$ cat src/core/cdio_defines.svh
// register offsets, reset values and timing counts of the digital i/o lines
`ifndef CDIO_DEFINES_SVH
`define CDIO_DEFINES_SVH
// ---------------------------------------------------------------
// register byte offsets
// ---------------------------------------------------------------
`define CDIO_OFS_LINE_SEL   6'h00
`define CDIO_OFS_DIR        6'h04
`define CDIO_OFS_RAIL       6'h08
`define CDIO_OFS_INV        6'h0c
`define CDIO_OFS_LEVEL      6'h10
`define CDIO_OFS_LEVEL_ALL  6'h14
`define CDIO_OFS_FILT_KIND  6'h18
`define CDIO_OFS_FILT_WIDTH 6'h1c
`define CDIO_OFS_DRIVE_SEL  6'h20
`define CDIO_OFS_CIRCUIT    6'h24
`define CDIO_OFS_SOFT_SEL   6'h28
`define CDIO_OFS_SOFT_VAL   6'h2c
`define CDIO_OFS_SOFT_ALL   6'h30
// ---------------------------------------------------------------
// widths and reset values
// ---------------------------------------------------------------
`define CDIO_LINES       4
`define CDIO_FW_W        12
`define CDIO_CNT_W       20
`define CDIO_SRC_W       5
`define CDIO_RST_FW      12'h000
`define CDIO_RST_SRC     5'h00
`define CDIO_RST_LINES   4'h0
`define CDIO_RAIL_MASK   4'h4
// ---------------------------------------------------------------
// timing: filter width unit and clock period
// ---------------------------------------------------------------
`define CDIO_US_NS       1000
`define CDIO_CLK_NS      8
`define CDIO_CYC_PER_US  ((`CDIO_US_NS + `CDIO_CLK_NS - 1) / `CDIO_CLK_NS)
`endif

$ cat src/core/cdio_pkg.sv
// types shared by the digital i/o line logic
package cdio_pkg;
	// direction of one line
	typedef enum logic {
		CDIO_DIR_IN  = 1'b0,
		CDIO_DIR_OUT = 1'b1
	} cdio_dir_type;
	// which input filter the width access reaches
	typedef enum logic {
		CDIO_FILT_DEGLITCH = 1'b0,
		CDIO_FILT_DEBOUNCE = 1'b1
	} cdio_filt_type;
	// electrical circuit type of a line
	typedef enum logic [1:0] {
		CDIO_FMT_TRISTATE = 2'h0,
		CDIO_FMT_OPTO     = 2'h1,
		CDIO_FMT_OPENDRN  = 2'h2
	} cdio_fmt_type;
	// drive source codes: 0 off, 1-4 lines, 5-8 soft outs, 9-16 internal
	typedef logic [4:0] cdio_src_type;
endpackage

$ cat src/core/cdio_lines.sv
// four digital i/o lines with filters, drive select and soft outputs
// Behaviour
// RQ1: selector picks one of four lines
// RQ2: per-line direction, input or output
// RQ3: enable bit switches 3.3V rail onto pin
// RQ4: rail offered only on some lines
// RQ5: per-line inversion of logic sense
// RQ6: read selected line present level
// RQ7: packed level word, coherent snapshot
// RQ8: two filters, kind selector per line
// RQ9: width per line and filter kind
// RQ10: drive source used only in output
// RQ11: read-only circuit type, writes ignored
// RQ12: selector picks one soft output bit
// RQ13: write/read selected soft output bit
// RQ14: packed soft output word
// RQ15: deglitch accepts level after full width
// RQ16: debounce passes first edge, then locks
// RQ17: deglitch feeds debounce
// RQ18: two-flop sync, width rounded up
// RQ19: reset: inputs, no inversion, outputs low
//
// The register offsets and the plain strobed port were chosen for this implementation.
`timescale 1ns/1ps
`include "cdio_defines.svh"

module cdio_lines (
	input  wire logic        sys_clk_i,    // 125 MHz clock
	input  wire logic        sys_rst_i,    // sync reset, high
	input  wire logic        clk_en_i,     // freezes state when low
	input  wire logic [5:0]  reg_addr_i,   // byte address
	input  wire logic [31:0] reg_wdata_i,  // write data
	input  wire logic        reg_wr_i,     // write strobe
	input  wire logic        reg_rd_i,     // read strobe
	output logic      [31:0] reg_rdata_o,  // read data, next cycle
	input  wire logic [3:0]  pin_in_i,     // pin levels, async
	input  wire logic [7:0]  int_src_i,    // internal sources 9-16
	output logic      [3:0]  pin_out_o,    // pin drive level
	output logic      [3:0]  pin_oe_o,     // pin drive enable
	output logic      [3:0]  rail_en_o,    // 3.3V rail switch
	output logic      [3:0]  soft_out_o    // soft output bits
);

	// ---------------------------------------------------------------
	// configuration state
	// ---------------------------------------------------------------
	logic [1:0]                 line_index_select;   // selected line
	logic [1:0]                 soft_out_bit_select; // selected soft bit
	logic [3:0]                 pin_direction;       // 1 = output
	logic [3:0]                 rail_output_enable;  // rail request
	logic [3:0]                 polarity_invert;     // sense inversion
	logic [3:0]                 filter_kind_select;  // 1 = debounce
	logic [3:0]                 soft_out_packed_word; // soft bits
	logic [`CDIO_FW_W-1:0]      filter_width_us [8]; // {line,kind}
	cdio_pkg::cdio_src_type     pin_drive_select [4]; // per line
	logic [3:0]                 all_pins_level_word; // level snapshot
	logic [3:0]                 pin_level;           // level per line
	logic [3:0]                 drive_val;           // source per line

	// ---------------------------------------------------------------
	// decode helpers
	// ---------------------------------------------------------------
	logic                       wr_en;     // qualified write
	logic                       rd_en;     // qualified read
	logic [2:0]                 fw_idx;    // width entry index
	cdio_pkg::cdio_fmt_type     circuit;   // format of selected line
	// a literal cannot be bit-selected, so the rail mask gets a name
	localparam logic [3:0]      rail_lines = `CDIO_RAIL_MASK; // lines with rail

	assign wr_en  = reg_wr_i && clk_en_i;
	assign rd_en  = reg_rd_i && clk_en_i;
	// width entry follows the line and its filter kind
	assign fw_idx = {line_index_select,
		filter_kind_select[line_index_select]}; // RQ9

	// fixed circuit type per line, never written
	always_comb begin
		unique case (line_index_select) // RQ11
			2'h0:    circuit = cdio_pkg::CDIO_FMT_OPTO;
			2'h1:    circuit = cdio_pkg::CDIO_FMT_OPTO;
			2'h2:    circuit = cdio_pkg::CDIO_FMT_OPENDRN;
			default: circuit = cdio_pkg::CDIO_FMT_TRISTATE;
		endcase
	end

	// ---------------------------------------------------------------
	// selectors
	// ---------------------------------------------------------------
	// line and soft bit selectors
	always_ff @(posedge sys_clk_i) begin
		if (sys_rst_i) begin
			line_index_select   <= 2'h0;
			soft_out_bit_select <= 2'h0;
		end else if (wr_en) begin
			// only the addressed selector moves
			if (reg_addr_i == `CDIO_OFS_LINE_SEL) begin
				line_index_select <= reg_wdata_i[1:0]; // RQ1
			end
			if (reg_addr_i == `CDIO_OFS_SOFT_SEL) begin
				soft_out_bit_select <= reg_wdata_i[1:0]; // RQ12
			end
		end
	end

	// ---------------------------------------------------------------
	// per-line control bits
	// ---------------------------------------------------------------
	// direction, rail, inversion and filter kind of selected line
	always_ff @(posedge sys_clk_i) begin
		if (sys_rst_i) begin
			pin_direction      <= `CDIO_RST_LINES; // RQ19
			rail_output_enable <= `CDIO_RST_LINES; // RQ19
			polarity_invert    <= `CDIO_RST_LINES; // RQ19
			filter_kind_select <= `CDIO_RST_LINES;
		end else if (wr_en) begin
			unique case (reg_addr_i)
				`CDIO_OFS_DIR: begin
					pin_direction[line_index_select] <= reg_wdata_i[0]; // RQ2
				end
				`CDIO_OFS_RAIL: begin
					rail_output_enable[line_index_select] <= reg_wdata_i[0]; // RQ3
				end
				`CDIO_OFS_INV: begin
					polarity_invert[line_index_select] <= reg_wdata_i[0]; // RQ5
				end
				`CDIO_OFS_FILT_KIND: begin
					filter_kind_select[line_index_select] <= reg_wdata_i[0]; // RQ8
				end
				default: begin
					// other offsets leave these bits alone
				end
			endcase
		end
	end

	// ---------------------------------------------------------------
	// filter widths and drive selects
	// ---------------------------------------------------------------
	// one width per line and kind, one source per line
	always_ff @(posedge sys_clk_i) begin
		if (sys_rst_i) begin
			for (int i = 0; i < 8; i++) begin
				filter_width_us[i] <= `CDIO_RST_FW;
			end
			for (int i = 0; i < 4; i++) begin
				pin_drive_select[i] <= `CDIO_RST_SRC;
			end
		end else if (wr_en) begin
			if (reg_addr_i == `CDIO_OFS_FILT_WIDTH) begin
				filter_width_us[fw_idx] <= reg_wdata_i[`CDIO_FW_W-1:0]; // RQ9
			end
			if (reg_addr_i == `CDIO_OFS_DRIVE_SEL) begin
				pin_drive_select[line_index_select] <=
					reg_wdata_i[`CDIO_SRC_W-1:0]; // RQ10
			end
		end
	end

	// ---------------------------------------------------------------
	// soft output bits
	// ---------------------------------------------------------------
	// single bit via selector, or all bits packed
	always_ff @(posedge sys_clk_i) begin
		if (sys_rst_i) begin
			soft_out_packed_word <= `CDIO_RST_LINES; // RQ19
		end else if (wr_en) begin
			if (reg_addr_i == `CDIO_OFS_SOFT_VAL) begin
				soft_out_packed_word[soft_out_bit_select] <= reg_wdata_i[0]; // RQ13
			end
			if (reg_addr_i == `CDIO_OFS_SOFT_ALL) begin
				soft_out_packed_word <= reg_wdata_i[3:0]; // RQ14
			end
		end
	end

	assign soft_out_o = soft_out_packed_word;

	// ---------------------------------------------------------------
	// per-line datapath
	// ---------------------------------------------------------------
	genvar n;
	generate
		for (n = 0; n < `CDIO_LINES; n++) begin : g_line
			logic                  sync_a;   // first sync stage
			logic                  sync_b;   // second sync stage
			logic                  glitch_q; // deglitch output
			logic                  bounce_q; // debounce output
			logic [`CDIO_CNT_W-1:0] glitch_cnt; // held-level count
			logic [`CDIO_CNT_W-1:0] lock_cnt;   // lockout count
			logic [`CDIO_CNT_W-1:0] glitch_cyc; // width in cycles
			logic [`CDIO_CNT_W-1:0] bounce_cyc; // width in cycles
			logic                  next_drive; // chosen source
			logic [`CDIO_SRC_W-1:0] sel;       // this line's source

			// microseconds to whole cycles, never short
			assign glitch_cyc = `CDIO_CNT_W'(filter_width_us[2*n] *
				`CDIO_CYC_PER_US); // RQ18
			assign bounce_cyc = `CDIO_CNT_W'(filter_width_us[2*n+1] *
				`CDIO_CYC_PER_US); // RQ18
			assign sel = pin_drive_select[n];

			// two-flop synchroniser for the pin
			always_ff @(posedge sys_clk_i) begin
				if (sys_rst_i) begin
					sync_a <= 1'b0;
					sync_b <= 1'b0;
				end else if (clk_en_i) begin
					sync_a <= pin_in_i[n]; // RQ18
					sync_b <= sync_a;
				end
			end

			// deglitch: change only after full width held
			always_ff @(posedge sys_clk_i) begin
				if (sys_rst_i) begin
					glitch_q   <= 1'b0;
					glitch_cnt <= '0;
				end else if (clk_en_i) begin
					if (sync_b == glitch_q) begin
						// level agrees, restart the hold count
						glitch_cnt <= '0;
					end else if (glitch_cnt + 1'b1 >= glitch_cyc) begin
						glitch_q   <= sync_b; // RQ15
						glitch_cnt <= '0;
					end else begin
						glitch_cnt <= glitch_cnt + 1'b1;
					end
				end
			end

			// debounce: first edge passes, then locked out
			always_ff @(posedge sys_clk_i) begin
				if (sys_rst_i) begin
					bounce_q <= 1'b0;
					lock_cnt <= '0;
				end else if (clk_en_i) begin
					if (lock_cnt != '0) begin
						// lockout running, changes ignored
						lock_cnt <= lock_cnt - 1'b1; // RQ16
					end else if (glitch_q != bounce_q) begin
						bounce_q <= glitch_q; // RQ16 RQ17
						lock_cnt <= bounce_cyc;
					end
				end
			end

			// choose the internal signal for this line
			always_comb begin
				if (sel == 5'h00) begin
					next_drive = 1'b0;
				end else if (sel < 5'h05) begin
					next_drive = pin_level[2'(sel - 5'h01)];
				end else if (sel < 5'h09) begin
					next_drive = soft_out_packed_word[2'(sel - 5'h05)];
				end else if (sel < 5'h11) begin
					next_drive = int_src_i[3'(sel - 5'h09)];
				end else begin
					// unused code drives low
					next_drive = 1'b0;
				end
			end

			// registered drive, level and pin outputs
			always_ff @(posedge sys_clk_i) begin
				if (sys_rst_i) begin
					drive_val[n] <= 1'b0;
					pin_level[n] <= 1'b0;
					pin_out_o[n] <= 1'b0;
					pin_oe_o[n]  <= 1'b0;
					rail_en_o[n] <= 1'b0;
				end else if (clk_en_i) begin
					drive_val[n] <= next_drive;
					// output lines report their drive value
					pin_level[n] <= pin_direction[n] ?
						drive_val[n] : (bounce_q ^ polarity_invert[n]); // RQ6 RQ5
					// source reaches the pin only in output mode
					pin_out_o[n] <= pin_direction[n] &
						(drive_val[n] ^ polarity_invert[n]); // RQ10 RQ5
					pin_oe_o[n]  <= pin_direction[n]; // RQ2
					// rail only on the lines that carry it
					rail_en_o[n] <= rail_output_enable[n] &
						rail_lines[n]; // RQ4
				end
			end
		end
	endgenerate

	// ---------------------------------------------------------------
	// packed level snapshot
	// ---------------------------------------------------------------
	// all levels taken on one edge
	always_ff @(posedge sys_clk_i) begin
		if (sys_rst_i) begin
			all_pins_level_word <= 4'h0;
		end else if (clk_en_i) begin
			all_pins_level_word <= pin_level; // RQ7
		end
	end

	// ---------------------------------------------------------------
	// read port
	// ---------------------------------------------------------------
	// data stands one cycle after the strobe, else zero
	always_ff @(posedge sys_clk_i) begin
		if (sys_rst_i) begin
			reg_rdata_o <= 32'h0000_0000;
		end else if (clk_en_i) begin
			reg_rdata_o <= 32'h0000_0000;
			if (rd_en) begin
				unique case (reg_addr_i)
					`CDIO_OFS_LINE_SEL:
						reg_rdata_o <= {30'h0, line_index_select};
					`CDIO_OFS_DIR:
						reg_rdata_o <= {31'h0, pin_direction[line_index_select]};
					`CDIO_OFS_RAIL:
						reg_rdata_o <= {31'h0, rail_output_enable[line_index_select]};
					`CDIO_OFS_INV:
						reg_rdata_o <= {31'h0, polarity_invert[line_index_select]};
					`CDIO_OFS_LEVEL:
						reg_rdata_o <= {31'h0, pin_level[line_index_select]}; // RQ6
					`CDIO_OFS_LEVEL_ALL:
						reg_rdata_o <= {28'h0, all_pins_level_word}; // RQ7
					`CDIO_OFS_FILT_KIND:
						reg_rdata_o <= {31'h0, filter_kind_select[line_index_select]};
					`CDIO_OFS_FILT_WIDTH:
						reg_rdata_o <= {20'h0, filter_width_us[fw_idx]};
					`CDIO_OFS_DRIVE_SEL:
						reg_rdata_o <= {27'h0, pin_drive_select[line_index_select]};
					`CDIO_OFS_CIRCUIT:
						reg_rdata_o <= {30'h0, circuit}; // RQ11
					`CDIO_OFS_SOFT_SEL:
						reg_rdata_o <= {30'h0, soft_out_bit_select};
					`CDIO_OFS_SOFT_VAL:
						reg_rdata_o <= {31'h0,
							soft_out_packed_word[soft_out_bit_select]}; // RQ13
					`CDIO_OFS_SOFT_ALL:
						reg_rdata_o <= {28'h0, soft_out_packed_word}; // RQ14
					default:
						// unmapped address reads zero
						reg_rdata_o <= 32'h0000_0000;
				endcase
			end
		end
	end

endmodule // cdio_lines

$ cat config.mk
export PLATFORM = sky130hd
export DESIGN_NAME = cdio_lines
export DESIGN_NICKNAME = d
export VERILOG_FILES = /design/src/core/cdio_pkg.sv /design/src/core/cdio_lines.sv
export VERILOG_INCLUDE_DIRS = /design/src /design/src/core
export SDC_FILE = /design/constraint.sdc
export NUM_CORES = 2
export LEC_CHECK = 0
export BUFFER_PORTS_ARGS = -buffer_cell sky130_fd_sc_hd__clkbuf_2
export CORE_ASPECT_RATIO = 1.4
export CORE_UTILIZATION = 60
export CTS_BUF_LIST = sky130_fd_sc_hd__clkbuf_8
export DETAILED_ROUTE_END_ITERATION = 8
export PLACE_DENSITY = 0.74
export SLEW_MARGIN = 5
export SYNTH_ARGS = -nofsm -noshare
export SYNTH_HDL_FRONTEND = slang
export SYNTH_SLANG_ARGS = --single-unit
export TNS_END_PERCENT = 50
$ cat constraint.sdc
create_clock -name sys_clk_i -period 15.11 [get_ports sys_clk_i]
set_input_delay 2.2665 -clock sys_clk_i [delete_from_list [all_inputs] [get_ports sys_clk_i]]
set_output_delay 2.2665 -clock sys_clk_i [all_outputs]
set_load 0.005 [all_outputs]
==> run summary <==
The number of buffers created by CTS is 66. The library cell used most frequently in the layout, excluding fill and tap cells, is ha_1. Dividing total power by cell area gives a power density of 126.5 nW/um^2.

The total of hold buffers inserted after clock tree synthesis is 0, and the number of synthesized flops with an enable pin is 116. After detailed placement, the total cell area comes to 36620 sq um. Remaining global-route overflow: 0. The run gives 0.9094 as the final estimated routing congestion in global placement. The clock period could shrink to 7187 ps. For the final routed wirelength across all metal layers, the log shows 85600 um. The run gives 0 as the final hold violation count. The top cell type by area accounts for 17.02% of the synthesized area.

The tools report the first-pass GRT wire length as 140800 um. The average wire per standard cell is 18.48 um. In the global route stage, overall resource usage came out at 28.99%. The path class of the tightest hold or removal check is reg -> reg. The number of top-level pins was 103; the largest incremental delay on the critical path was 870 ps.

Number of stages on the worst hold path: 2. The critical path in this run is classified as reg -> reg. In this run the post-CTS setup repair buffer count came out at 0. By area the synthesized netlist is led by fa_1 (17%), ha_1 (16%), dfxtp_1 (13%), edfxtp_1 (9.7%), inv_1 (4.3%). The routed via count divided by cell count was 5.974; the fraction of the core area covered by cells at the end of the flow was 64.55%. The data arrival time of the critical path is 7740 ps, and the setup clock skew after layout is 64.99 ps. TritonCTS built the clock tree. For this block, the initial DRC count from the detailed router was 1713. Headroom to the max-slew limit came out at 19.32%.

The net total in the final layout is 4640. In this run the cell area of the synthesized design comes to 35760 sq um. The flow ran to the end, and the final reports show no timing, DRC or antenna violations. The tools report the core area as 58730 sq um. A synthesized cell averages 9.387 sq um. The number of iterations in the first detailed-routing pass was 6; the pin count of the biggest net entering global routing was 69. For the max-slew violation total from the final report, the log shows 0. Type of origin of the critical path: a flop. The detailed-route DRC error count was 0; the maximum clock path buffer count was 3.

The number of different library cells used by synthesis comes to 82. The design draws 4.795 mW. On the final layout, the worst hold slack is 458.2 ps. The tool flagged a number of max-cap violations equal to 0. Counting flops with an async set or reset pin after synthesis yields a share of 0%. Detailed routing inserted a total of 27670 vias. The tools report the clock sink count as 351. In this run the remaining antenna-violating nets after routing total 0. For this run, the number of Yosys warnings is 0. Among cell families on the critical path, the largest total delay comes from adder cells. For the final instance area, the log shows 37910 sq um. After routing, the total negative slack on setup checks comes to 0 ps.

The sequential share of the synthesized area is 22.89%, and the maximum fanout encountered on the critical timing path is 8. Synthesis produced 3810 cells. The depth of the most critical reg-to-reg path was 24; the width of the die was 208.3 um. The tree is rooted in a clkbuf_8. After synthesis the netlist holds a flip-flop and latch count of 351.

After clock tree synthesis, the clock-pin slew on the worst setup and hold paths is 60 ps. Setup repair after global routing left no endpoint under its margin. For the pin with the worst max-slew slack, the measured transition is 1201 ps. Among all flip-flop cells after synthesis, the most frequent one is dfxtp_1.

The run gives 17.43 nW as the leakage power figure. The count of input and output buffers came out at 59. The critical path crosses 24 cells after its start point.

Required time reported for the critical path endpoint: 15670 ps. The post-route netlist has 6.883% of its cells at a drive strength greater than 1. The largest individual stage delay along the critical path comes from the cell a211oi_1.

The dominant cell type by area after synthesis was fa_1. The number of antenna violations at the first check in global routing was 7; the clock network latency to the later pin of the worst-skew pair was 670 ps. The number of buffer and inverter instances along the worst setup path works out to 5. The starting density of the core is 60.90%, and the row count is 105. Setup violations remaining at the end of the flow were counted as 0. The area growth from synthesis to layout is 5.996%. The via count of the first global-routing pass was 27710. The tools report the maximum clock frequency as 139.1 MHz. The top cell types in the final layout, fill and taps aside, are ha_1 (452), inv_1 (432), fa_1 (304). VDD sags by at most 0.0001276 V.

Walking the worst path, the cells encountered are inv_1 > fa_1 > fa_1 > inv_1 > fa_1 > inv_1 > fa_1 > inv_1 > ha_1 > and2_1 > a311oi_1 > nor3b_1 > a21oi_1 > o21a_1 > o21ai_0 > mux2i_1 > a211oi_1 > ha_1 > nand3_1 > o211ai_1 > a211oi_1 > buf_4 > nand4b_1 > a21oi_1. The worst path uses 47.56% of the clock period. The die covers 60600 sq um. Post-CTS repair changed the size of 0 cells. CTS built an H-tree with a depth of 3. Detailed placement ended at an HPWL of 65940 um.

Measured along the y axis, the die boundary spans 290.9 um. STA classifies the critical path endpoint as a flop.
[registers in the layout, indices dropped and copies added (netlist names), 12 cells and up, named ones only]
name               cells
g_line.lock_cnt       80
g_line.glitch_cnt     80
reg_rdata_o           12
pin_drive_select      20
filter_width_us       96
[tightest hold or removal path, delay by kind of cell, from the launching register on]
kind	cells	cell delay, ps
simple gates	1	50
flops	1	310
compound gates	1	50
[cells in the mapped netlist, types with 72 or more instances]
cell / count
ha_1: 452
inv_1: 414
fa_1: 304
nand2_1: 238
dfxtp_1: 235
nor2_1: 229
a21oi_1: 213
o21ai_0: 203
and2_1: 119
clkbuf_1: 118
edfxtp_1: 116
xnor2_1: 112
nand3_1: 97
xor2_1: 95
nor3_1: 83
a21o_1: 72
[final timing paths]
check / from / endpoint / slack (ps)
max: filter_width_us[4][6]$_SDFFCE_PN0P_ / g_line[2].glitch_cnt[2]$_SDFFE_PP0P_ / 7920
min: rail_output_enable[3]$_SDFFE_PP0P_ / rail_output_enable[3]$_SDFFE_PP0P_ / 460
max reg2reg: filter_width_us[4][6]$_SDFFCE_PN0P_ / g_line[2].glitch_cnt[2]$_SDFFE_PP0P_ / 7920
min reg2reg: rail_output_enable[3]$_SDFFE_PP0P_ / rail_output_enable[3]$_SDFFE_PP0P_ / 460
[area by class of cell]
type | count | area, sq um
diodes | 4 | 10.01
clock inverters | 44 | 261.5
multi-input cells | 2909 | 25420
fillers | 4869 | 20820
flip-flops and latches | 351 | 8189
clock buffers | 74 | 1018
inverters | 414 | 1554
well taps | 749 | 937.1
repair buffers | 87 | 514.2
[where the power goes]
part | internal [mW] | switching [mW] | leakage [nW]
Sequential | 1.07 | 0.120 | 3.10
Clock | 0.486 | 0.449 | 0.721
Combinational | 1.13 | 1.54 | 13.6
Total | 2.69 | 2.11 | 17.4
[kinds of logic (layout without fill, tap and decap cells)]
group                      count (synthesis)  after routing  share of synthesized area [%]
other                                      1             27                        0.01049
xor gates and xnor gates                 207            207                          5.069
AOI/OAI and AO/OA                        761            761                          13.46
adders and majority gates                756            756                          32.83
DFF                                      351            351                          22.89
muxes                                     95             95                          4.202
buffers and inverters                    572            619                          6.325
and+or+nand+nor                         1067           1067                          15.21
[per-layer routing]
layer,routed length (um),vias to the layer above,GRT usage [%]
met5,62,-,0
li1,-,13350,-
met1,34550,13320,35.51
met4,3282,8,12.63
met2,42510,771,50.18
met3,5199,228,4.736
[per-stage QoR]
stage | setup slack, ps | std cells
2_1_floorplan | 8879 | 3832
3_3_place_gp | 7950 | 4510
3_5_place_dp | 7928 | 4510
4_1_cts | 7867 | 4628
5_1_grt | 7294 | 4629
6_report | 7923 | 4632
Note: power is estimated with default switching activity, not from simulation.
